$ cat src/design/dual_pointer_params.svh
`ifndef DUAL_POINTER_PARAMS_SVH
`define DUAL_POINTER_PARAMS_SVH

// APB byte addresses
`define ADDR_POINTER_CONTROL 12'h000
`define ADDR_POINTER_LOW 12'h004
`define ADDR_POINTER_HIGH 12'h008
`define ADDR_POINTER_PAGE 12'h00C
`define ADDR_MAIN_POINTER 12'h010
`define ADDR_SHADOW_POINTER 12'h014
`define ADDR_MOVE_COUNT 12'h018

// Field positions of the control byte
`define BIT_RESERVED 7
`define BIT_AUTO_TOGGLE 6
`define BIT_SHADOW_MODE_HIGH 5
`define BIT_SHADOW_MODE_LOW 4
`define BIT_MAIN_MODE_HIGH 3
`define BIT_MAIN_MODE_LOW 2
`define BIT_UNUSED 1
`define BIT_POINTER_SELECT 0

// Reset values
`define CONTROL_RESET 8'h00
`define POINTER_RESET 24'h000000

// Mask of storage bits in the control byte
`define CONTROL_STORE_MASK 8'h7D

`endif

$ cat src/design/dual_pointer_pkg.sv
package dual_pointer_pkg;

  // Post-operation of one pointer
  typedef enum logic [1:0]
  {
    POST_NONE = 2'h0,
    POST_INC = 2'h1,
    POST_DEC = 2'h2,
    POST_LSB = 2'h3
  } post_op_type;

  // Kind of move reported by the core
  typedef enum logic [1:0]
  {
    MOVE_NONE,
    MOVE_POINTER,
    MOVE_PC_RELATIVE,
    MOVE_REG_INDIRECT
  } move_kind_type;

  // Stored control fields
  typedef struct packed
  {
    logic auto_toggle_enable;
    post_op_type shadow_mode;
    post_op_type main_mode;
    logic pointer_select;
  } control_type;

  // Move request from the core
  typedef struct packed
  {
    logic valid;
    move_kind_type kind;
    logic is_code;
  } move_req_type;

endpackage

$ cat src/design/pointer_post_op.sv
`timescale 1ns/1ps
// ---------------------------------------------------------------
// Post-operation of one 24-bit pointer
// ---------------------------------------------------------------
module pointer_post_op
  import dual_pointer_pkg::*;
(
  input wire logic [23:0] value, // Current pointer value
  input wire post_op_type mode, // Chosen post-operation
  input wire logic apply, // Apply the operation
  output logic [23:0] result // Value after the move
);

  // Select the new value
  always_comb
  begin
    result = value;
    if (apply)
    begin
      case (mode)
        POST_INC: result = value + 24'h000001; // Wraps modulo 2^24
        POST_DEC: result = value - 24'h000001; // Wraps modulo 2^24
        POST_LSB: result = {value[23:1], ~value[0]}; // Bit 0 only
        default: result = value; // No operation
      endcase
    end
  end

endmodule

$ cat src/design/pointer_apb_decode.sv
`timescale 1ns/1ps
`include "dual_pointer_params.svh"
// ---------------------------------------------------------------
// APB address decode for the pointer registers
// ---------------------------------------------------------------
module pointer_apb_decode
(
  input wire logic [11:0] paddr, // Byte address
  output logic [2:0] index, // Register index
  output logic hit // Address is mapped
);

  // Map address to register index
  always_comb
  begin
    hit = 1'b1;
    case (paddr)
      `ADDR_POINTER_CONTROL: index = 3'h0;
      `ADDR_POINTER_LOW: index = 3'h1;
      `ADDR_POINTER_HIGH: index = 3'h2;
      `ADDR_POINTER_PAGE: index = 3'h3;
      `ADDR_MAIN_POINTER: index = 3'h4;
      `ADDR_SHADOW_POINTER: index = 3'h5;
      `ADDR_MOVE_COUNT: index = 3'h6;
      default:
      begin
        index = 3'h7; // Unmapped
        hit = 1'b0;
      end
    endcase
  end

endmodule

$ cat src/design/dual_data_pointer_control.sv
`timescale 1ns/1ps
`include "dual_pointer_params.svh"
// Notes on behaviour
// - Auto-toggle bit flips select after each pointer-addressed move
// - Shadow mode: none, increment, decrement, LSB
// - Main mode: none, increment, decrement, LSB
// - Bit 1 unstored; increment only flips select
// - Select picks main or shadow pointer bytes
// - Only pointer-addressed moves trigger post-operations
// - Post-operation first, then automatic swap
// - Active pointer used; inactive one holds
// - Bit 7 reserved, reads zero
// - Control register clears to zero at reset
module dual_data_pointer_control
  import dual_pointer_pkg::*;
(
  input wire logic pclk, // Core clock, 100 MHz
  input wire logic presetn, // Asynchronous reset, active low
  input wire logic clk_en, // Freezes all state when low
  input wire logic psel, // APB select
  input wire logic penable, // APB access phase
  input wire logic pwrite, // APB write
  input wire logic [11:0] paddr, // APB byte address
  input wire logic [31:0] pwdata, // APB write data
  input wire logic [3:0] pstrb, // APB byte strobes
  output logic [31:0] prdata, // APB read data
  output logic pready, // APB ready
  output logic pslverr, // APB error on unmapped address
  input wire move_req_type move_req, // Move report from the core
  input wire logic control_inc, // Core increments the control byte
  output logic [23:0] active_pointer, // Selected pointer value
  output logic pointer_select // Current select bit
);

  // ---------------------------------------------------------------
  // State
  // ---------------------------------------------------------------
  control_type control; // Stored control fields
  control_type next_control;
  logic [23:0] main_pointer; // Main pointer
  logic [23:0] next_main_pointer;
  logic [23:0] shadow_pointer; // Shadow pointer
  logic [23:0] next_shadow_pointer;
  logic [15:0] move_count; // Count of qualifying moves
  logic [15:0] next_move_count;
  logic [31:0] next_prdata;
  logic next_pready;
  logic next_pslverr;
  logic [23:0] next_active_pointer;

  // Reset value of the stored fields, unpacked from the control byte
  // field by field, since bit 1 has no place in the stored struct
  localparam logic [7:0] CONTROL_BYTE_INIT = `CONTROL_RESET;
  localparam control_type CONTROL_INIT = '{
    auto_toggle_enable: CONTROL_BYTE_INIT[`BIT_AUTO_TOGGLE],
    shadow_mode: post_op_type'(
      CONTROL_BYTE_INIT[`BIT_SHADOW_MODE_HIGH:`BIT_SHADOW_MODE_LOW]),
    main_mode: post_op_type'(
      CONTROL_BYTE_INIT[`BIT_MAIN_MODE_HIGH:`BIT_MAIN_MODE_LOW]),
    pointer_select: CONTROL_BYTE_INIT[`BIT_POINTER_SELECT]
  };

  // ---------------------------------------------------------------
  // Bus decode and move qualification
  // ---------------------------------------------------------------
  logic [2:0] reg_index; // Decoded register
  logic reg_hit; // Address is mapped
  logic bus_write; // Write takes effect this edge
  logic bus_read; // Read data taken this edge
  logic qualify; // Move that uses the pointer
  logic [23:0] main_after; // Main pointer after its post-op
  logic [23:0] shadow_after; // Shadow pointer after its post-op
  logic [7:0] control_byte; // Control as software sees it
  logic [23:0] selected; // Currently selected pointer

  pointer_apb_decode u_decode
  (
    .paddr(paddr),
    .index(reg_index),
    .hit(reg_hit)
  );

  // Access phase completes in two cycles, with one wait state
  // The master keeps the access phase up through the ready cycle,
  // so the pready gate stops a second write or a second read
  // sample of the same transfer
  assign bus_write = psel && penable && pwrite && !pready;
  assign bus_read = psel && penable && !pwrite && !pready;

  // Only pointer-addressed code reads or data moves count
  // Program-counter-relative reads and register-indirect moves
  // never qualify; whether the move was a code read or a data
  // move makes no difference to the post-operation
  assign qualify = move_req.valid &&
    (move_req.kind == MOVE_POINTER);

  // Control byte: bit 7 and bit 1 read zero
  // Neither bit has a flip-flop, so a write to them is lost
  assign control_byte = {1'b0, control.auto_toggle_enable,
    control.shadow_mode, control.main_mode, 1'b0,
    control.pointer_select};

  // Select main when 0, shadow when 1
  assign selected = control.pointer_select ? shadow_pointer :
    main_pointer;

  // ---------------------------------------------------------------
  // Post-operation units
  // ---------------------------------------------------------------
  // Each unit is gated by the select bit, so the inactive pointer
  // passes through unchanged whatever its mode field says

  // Post-operation of main pointer only while it is active
  pointer_post_op u_main_op
  (
    .value(main_pointer),
    .mode(control.main_mode),
    .apply(qualify && !control.pointer_select),
    .result(main_after)
  );

  // Post-operation of shadow pointer only while it is active
  pointer_post_op u_shadow_op
  (
    .value(shadow_pointer),
    .mode(control.shadow_mode),
    .apply(qualify && control.pointer_select),
    .result(shadow_after)
  );

  // ---------------------------------------------------------------
  // Next-state logic for control and pointers
  // ---------------------------------------------------------------
  // Priority, lowest first: post-operation of the active pointer,
  // automatic swap, core increment of the control byte, and last
  // a software write, which replaces what the core asked for in the
  // register it writes, in the same edge
  always_comb
  begin
    logic [23:0] write_value;
    write_value = selected;
    next_control = control;
    next_main_pointer = main_after;
    next_shadow_pointer = shadow_after;
    next_move_count = move_count;
    // Post-op applied above; swap follows it
    if (qualify)
    begin
      next_move_count = move_count + 16'h0001;
      if (control.auto_toggle_enable)
      begin
        next_control.pointer_select = ~control.pointer_select;
      end
    end
    // Increment of control: carry stops at bit 0
    // A swap and an increment in one edge flip the select bit
    // only once, as both write the same inverted value
    if (control_inc)
    begin
      next_control.pointer_select = ~control.pointer_select;
    end
    // Software writes win over core events
    if (bus_write)
    begin
      case (reg_index)
        // Control byte; bits 7 and 1 are dropped
        3'h0:
        begin
          if (pstrb[0])
          begin
            next_control.auto_toggle_enable =
              pwdata[`BIT_AUTO_TOGGLE];
            next_control.shadow_mode = post_op_type'(
              pwdata[`BIT_SHADOW_MODE_HIGH:`BIT_SHADOW_MODE_LOW]);
            next_control.main_mode = post_op_type'(
              pwdata[`BIT_MAIN_MODE_HIGH:`BIT_MAIN_MODE_LOW]);
            next_control.pointer_select =
              pwdata[`BIT_POINTER_SELECT];
          end
        end
        // Low byte of the active pointer
        3'h1:
        begin
          if (pstrb[0])
          begin
            write_value[7:0] = pwdata[7:0];
          end
        end
        // High byte of the active pointer
        3'h2:
        begin
          if (pstrb[0])
          begin
            write_value[15:8] = pwdata[7:0];
          end
        end
        // Page byte of the active pointer
        3'h3:
        begin
          if (pstrb[0])
          begin
            write_value[23:16] = pwdata[7:0];
          end
        end
        default:
        begin
          write_value = selected; // Read-only or unmapped
        end
      endcase
      // Byte writes reach the active pointer only
      // The written byte is merged into the old pointer value
      if (reg_index >= 3'h1 && reg_index <= 3'h3)
      begin
        if (control.pointer_select)
        begin
          next_shadow_pointer = write_value;
        end
        else
        begin
          next_main_pointer = write_value;
        end
      end
    end
  end

  // Register control and pointers
  // Reset loads constants only; a low clock enable holds every
  // register, as if the clock had stopped
  always_ff @(posedge pclk or negedge presetn)
  begin
    if (!presetn)
    begin
      control <= CONTROL_INIT;
      main_pointer <= `POINTER_RESET;
      shadow_pointer <= `POINTER_RESET;
      move_count <= 16'h0000;
    end
    else if (clk_en)
    begin
      control <= next_control;
      main_pointer <= next_main_pointer;
      shadow_pointer <= next_shadow_pointer;
      move_count <= next_move_count;
    end
  end

  // ---------------------------------------------------------------
  // APB answer and outputs
  // ---------------------------------------------------------------
  // One wait state on every access: pready rises in the cycle after
  // the access edge and falls again one cycle later; read data
  // stays until the next read, so a slow master still finds it
  always_comb
  begin
    next_pready = bus_write || bus_read;
    next_pslverr = (bus_write || bus_read) && !reg_hit;
    next_prdata = prdata;
    if (bus_read)
    begin
      // Byte registers show the active pointer; main, shadow and count are read only
      case (reg_index)
        3'h0: next_prdata = {24'h000000, control_byte};
        3'h1: next_prdata = {24'h000000, selected[7:0]};
        3'h2: next_prdata = {24'h000000, selected[15:8]};
        3'h3: next_prdata = {24'h000000, selected[23:16]};
        3'h4: next_prdata = {8'h00, main_pointer};
        3'h5: next_prdata = {8'h00, shadow_pointer};
        3'h6: next_prdata = {16'h0000, move_count};
        default: next_prdata = 32'h00000000;
      endcase
    end
    // Outputs follow the state after this edge
    next_active_pointer = next_control.pointer_select ?
      next_shadow_pointer : next_main_pointer;
  end

  // ---------------------------------------------------------------
  // Registered outputs
  // ---------------------------------------------------------------
  // Register bus answer and outputs
  // The outputs register the next state rather than the state, so
  // they change at the same edge as the pointers and never lag
  always_ff @(posedge pclk or negedge presetn)
  begin
    if (!presetn)
    begin
      prdata <= 32'h00000000;
      pready <= 1'b0;
      pslverr <= 1'b0;
      active_pointer <= `POINTER_RESET;
      pointer_select <= 1'b0;
    end
    else if (clk_en)
    begin
      prdata <= next_prdata;
      pready <= next_pready;
      pslverr <= next_pslverr;
      active_pointer <= next_active_pointer;
      pointer_select <= next_control.pointer_select;
    end
  end

endmodule

$ cat config.mk
export PLATFORM = sky130hd
export DESIGN_NAME = dual_data_pointer_control
export DESIGN_NICKNAME = d
export VERILOG_FILES = /design/src/design/dual_pointer_pkg.sv /design/src/design/pointer_post_op.sv /design/src/design/pointer_apb_decode.sv /design/src/design/dual_data_pointer_control.sv
export VERILOG_INCLUDE_DIRS = /design/src /design/src/design
export SDC_FILE = /design/constraint.sdc
export NUM_CORES = 1
export LEC_CHECK = 0
export BUFFER_PORTS_ARGS = -buffer_cell sky130_fd_sc_hd__buf_2
export CAP_MARGIN = 20
export CORE_UTILIZATION = 45
export CTS_CLUSTER_DIAMETER = 200
export DETAILED_ROUTE_END_ITERATION = 8
export PLACE_DENSITY_LB_ADDON = 0.12
export SETUP_SLACK_MARGIN = 0.02
export SLEW_MARGIN = 20
export SYNTH_ARGS = -nofsm -noshare
export SYNTH_HDL_FRONTEND = slang
export SYNTH_SLANG_ARGS = --single-unit
export TNS_END_PERCENT = 1
$ cat constraint.sdc
create_clock -name pclk -period 4.27 [get_ports pclk]
set_input_delay 0.2135 -clock pclk [delete_from_list [all_inputs] [get_ports pclk]]
set_output_delay 0.2135 -clock pclk [all_outputs]
set_load 0.03 [all_outputs]
* After elaboration in Yosys (flattened, before gate mapping) *
Cells that the tools add are included.

word-level totals
  register bits = 128
  bits of input ports = 59
  output and inout port bits = 59

cells by class
  $add $sub $neg = 5
  order comparisons = 2
  eq/ne operators = 19
  multiplexer cells = 27
  bitwise operators = 3
  reductions and logical operators = 21

operators by type and width
  kind                   number
  $mux 24                10
  $pmux 24 s7            1
  $pmux 24 s3            2
  $add 24x1->24 const B  2
  $mux 8                 6
  $sub 24x1->24 const B  2
  $eq 12x5->1 const B    3
  $eq 12x4->1 const B    2
  $pmux 3 s7             1
  $add 16x1->16 const B  1
  $eq 12x3->1 const B    1
  $logic_not 12->1       1
  $logic_and 1x1->1      10
  $eq 3x3->1 const B     3
  $eq 2x2->1 const B     4
  $mux 1                 7
  $reduce_or 7->1        1
  $eq 2x1->1 const B     3
  $eq 3x2->1 const B     2
  $logic_not 1->1        4
  $reduce_and 2->1       2
  $reduce_and 4->1       1
  $eq 3x1->1 const B     1
  $ge 3x1->1 const B     1
  other kinds (4)        6

* Longest topological paths before layout *
  word-level depth = 8
  depth in mapped cells = 18

* Hierarchy *
Synthesis repeated with hierarchy kept, for this count alone.

second synthesis, totals
  cells, all modules = 1403
  area, all modules = 11168.2 um^2

by module, submodules not included
  module                     instances  cells each  area each (um^2)
  dual_data_pointer_control  1          669         6640.1
  pointer_post_op            2          363         2238.4
  pointer_apb_decode         1          8           51.3

* Worst setup path after synthesis *
OpenSTA, ideal clock, no wires.

  path type = reg2reg
  from = reg control[1] (netlist bit)
  to = reg active_pointer[20]
  setup time = 0.082 ns
  arrival time = 3.937 ns
  data required time = 4.188 ns
  slack = 0.251 ns
  stages on the path, launching flop included = 19
  cell sequence = dfrtp_1 > inv_1 > ha_1 > buf_2 > buf_2 > buf_2 > buf_1 > buf_2 > xor2_1 > ha_1 > and3b_1 > o21ai_0 > a22oi_2 > nor4_1 > nor3b_1 > nor4b_1 > o22ai_1 > or3b_1 > a31oi_1

between the ends
  cells in the longest elaborated chain, start to end = 7

ends and longest elaborated chain
  element                                   RTL line                          source
  start, declared                           dual_data_pointer_control.sv:38   control_type control;
  start signal, assigned                    dual_data_pointer_control.sv:240  control <= next_control;
  $eq 2x2->1 or $eq 2x1->1 (tied branches)  pointer_post_op.sv:20             case (mode)
  $pmux 24 s3 (*)                           pointer_post_op.sv:20
  $mux 24 (*)                               pointer_post_op.sv:18             if (apply)
  $mux 24                                   dual_data_pointer_control.sv:214  if (control.pointer_select)
  $mux 24                                   dual_data_pointer_control.sv:212  if (reg_index >= 3'h1 && reg_index <= 3'h3)
  $mux 24 (*)                               dual_data_pointer_control.sv:163  if (bus_write)
  $mux 24 (*)                               dual_data_pointer_control.sv:273  next_active_pointer = next_control.pointer_select ?
  end signal, assigned                      dual_data_pointer_control.sv:290  active_pointer <= `POINTER_RESET;
  end signal, assigned                      dual_data_pointer_control.sv:298  active_pointer <= next_active_pointer;
  end, declared                             dual_data_pointer_control.sv:31   output logic [23:0] active_pointer,

Every way passes the cells marked *; elsewhere a longest branch is shown, timed or not.
A chain may end at the register's enable or synchronous reset.

* Worst setup path in the final report *
  from = reg control[3] (netlist bit)
  to = reg active_pointer[13]

The elaborated chain is that of the path after synthesis.

==> results.cfg <==
[global_route]
grt_pass1_vias = 9671
overflow = 0
grt_pass1_wl_um = 58200
use_met2 = 0.501
grtUsageMet1 = 0.452
busiest_layer = met2
antenna_found_initial = 1
use_met3 = 0.0598
grt_max_degree = 54
grt_usage = 0.325

[sta]
setup_viol = 0
worst_slew_pin_slew_ns = 1.00
hold_viol = 0
final.setup.tns_ns = 0
hold_ws_ns = 0.189
skew_ns = 0.0105
relSlewSlack = 0.326
min_period_over_period = 0.857
rsz0062_at_grt = no
final_max_slew_viol_count = 0
max_freq_ghz = 0.273
min_period_ns = 3.66

[pwr]
p_int_mw = 2.54
vdd_drop_max_mv = 0.248
p_switching_mw = 1.70
clkPwrFrac = 0.344
switching_share = 0.401
seq_power_share = 0.375
pwr-share-comb = 0.280
power_per_cell_area_nw_per_um2 = 372
p_leak_nw = 4.77

[floorplanning]
io_pins = 118
die_width_um = 153
coreArea_um2 = 22100
start_util = 0.464
fp.dieArea_um2 = 23400
num_rows = 54
die_h_um = 153

[layout]
mostFrequentLayoutCells = nor2_1, dfrtp_1, a21oi_1
diodes = 0
drive_gt1_frac = 0.158
syn2layout_area_growth_pct = 11.4
post-route-util = 0.517
final_common_cell = nor2_1
fin_cells = 1617
finalNetCount = 1394

[place]
portBuffers = 81
place.gp.congestion = 0.939
dp_cells = 1584
dp_hpwl_um = 27300

[yosys]
yosysTopAreaCell = dfrtp_1
ys_seq_area_frac = 0.293
synth_seq_cells = 120
syn_area_per_cell_um2 = 7.87
synth_ff_type = dfrtp_1
yosysWarnings = 0
syn_inst = 1302
synth_area_leaders = dfrtp_1, nor2_1, a21oi_1
netlist-cell-type-count = 85
synth_top_area_share = 0.293
netlist_area_um2 = 10300
synth_edf_count = 0
async_flop_share = 1.00

[route]
drt-pass1-iter-count = 6
vias = 10547
viasPerCell = 6.52
drc_errors = 0
postRouteAntennaNets = 0
wirelength_um = 37700
drtIter0Drc = 1090
post_drt_wl_per_cell_um = 23.3

[critical_path]
critical-path-max-stage-delay_ns = 0.56
path_cells = inv_1, ha_1, and2_1, o21ai_0, nand3_1, a22oi_1, a2bb2oi_1, xnor2_1, a221oi_1, mux2i_1, mux2_2
end_kind = flop
critPathArrivalTime_ns = 3.98
crit_type = reg2reg
required_ns = 4.59
r2r_start = control[3]$_DFFE_PN0P_
cp-start-kind = flop
crit_path_start = control[3]$_DFFE_PN0P_
critPathMaxFanout = 16
cp_slowest_cell = a221oi_1

[min_path]
worstHoldStart = pwdata[6]
worstHoldPathType = in2reg

[clock_network]
clk_pin_slew_ns = 0.07
clock_sinks = 120
cts_tree = done
clk_latency_ns = 0.43
postCtsHoldBufs = 1
cts_made_buffers = 17
cts_resized = 0
post-cts-setup-buffer-count = 0
htreeDepth = 4
max-clock-path-buffers = 2
cts_root_buffer = clkbuf_16

[flow_run]
cap_violations = 0

[outcome]
status = finished clean
-- flip-flops by register name, indices dropped and copies added, names as in the netlist --
name,count
prdata,24
active_pointer,24
pready,1
shadow_pointer,24
move_count,16
main_pointer,24
pslverr,1
pointer_select,1
control,5
-- per-stage QoR --
| stage | worst slack [ns] | area [um^2] | power [mW] |
|---|---|---|---|
| 2_1_floorplan | 0.251 | 10300 | 2.34 |
| 3_3_place_gp | 0.744 | 10800 | 2.76 |
| 3_5_place_dp | 0.714 | 10800 | 2.78 |
| 4_1_cts | 0.690 | 11400 | 4.24 |
| 5_1_grt | 0.384 | 11400 | 4.41 |
| 6_report | 0.610 | 11400 | 4.25 |
-- power by group through the flow --
stage	clock network (mW)	logic [mW]	registers, mW
after global placement	0	1.16	1.60
after detailed placement	0	1.18	1.60
after global routing	1.51	1.28	1.62
after floorplan	0	0.693	1.64
final	1.46	1.19	1.59
after CTS	1.47	1.18	1.58
-- per-layer routing --
layer  share of wire  up-vias
li1                -     4865
met1            0.43     5086
met2            0.45      511
met3           0.090       83
met4           0.035        2
met5         0.00096        -
-- critical path: cells and delay by family, from the launching register on --
kind / cells / cell delay (ns)
AND/OR/NAND/NOR: 2 / 0.46
flip-flops: 1 / 0.39
buffers and inverters: 1 / 0.10
AO/OA/AOI/OAI: 4 / 1.59
XOR/XNOR: 1 / 0.13
adder cells (fa/ha/maj): 1 / 0.40
multiplexers: 2 / 0.47
-- Yosys cell counts, types with 16 or more instances --
cell type	n
a31oi_1	16
a211oi_1	17
xnor2_1	41
nand3_1	31
a21oi_1	110
mux2_2	24
a21o_1	19
inv_1	26
nor2_1	153
clkbuf_1	82
xor2_1	23
dfrtp_1	120
o21ai_0	75
nand2_1	105
a22oi_1	17
nor3_1	26
mux2i_1	39
buf_2	30
-- path summary, 6_finish.rpt --
check | to | slack [ns] | cells after the start
hold / removal | control[5]$_DFFE_PN0P_ | 0.19 | 3
max in group asynchronous | pointer_select$_DFFE_PN0P_ | 2.84 | 3
min in group asynchronous | main_pointer[6]$_DFFE_PN0P_ | 0.39 | 2
setup reg to reg | active_pointer[13]$_DFFE_PN0P_ | 0.61 | 11
setup / recovery | active_pointer[13]$_DFFE_PN0P_ | 0.61 | 11
hold reg to reg | move_count[15]$_DFFE_PN0P_ | 0.47 | 1
-- final cells by class --
class	count	area (um^2)
well taps	280	350
repair buffers	125	741
flip-flops and latches	120	3000
clock buffers	17	425
clock inverters	15	155
fillers	2184	10700
multi-input cells	1033	6640
inverters	27	101
-- cell families (layout without fill, tap and decap cells) --
logic type      Yosys count  after routing  share of synthesized area
compound gates          436            436                      0.290
xor+xnor                 64             64                     0.0547
fa+ha+maj                11             11                     0.0134
buf+inv                 156            184                     0.0637
flops                   120            120                      0.293
mux                      63             63                     0.0644
other cells               1              8                   0.000366
simple gates            451            451                      0.220
Power figures use the tool's default switching activity.
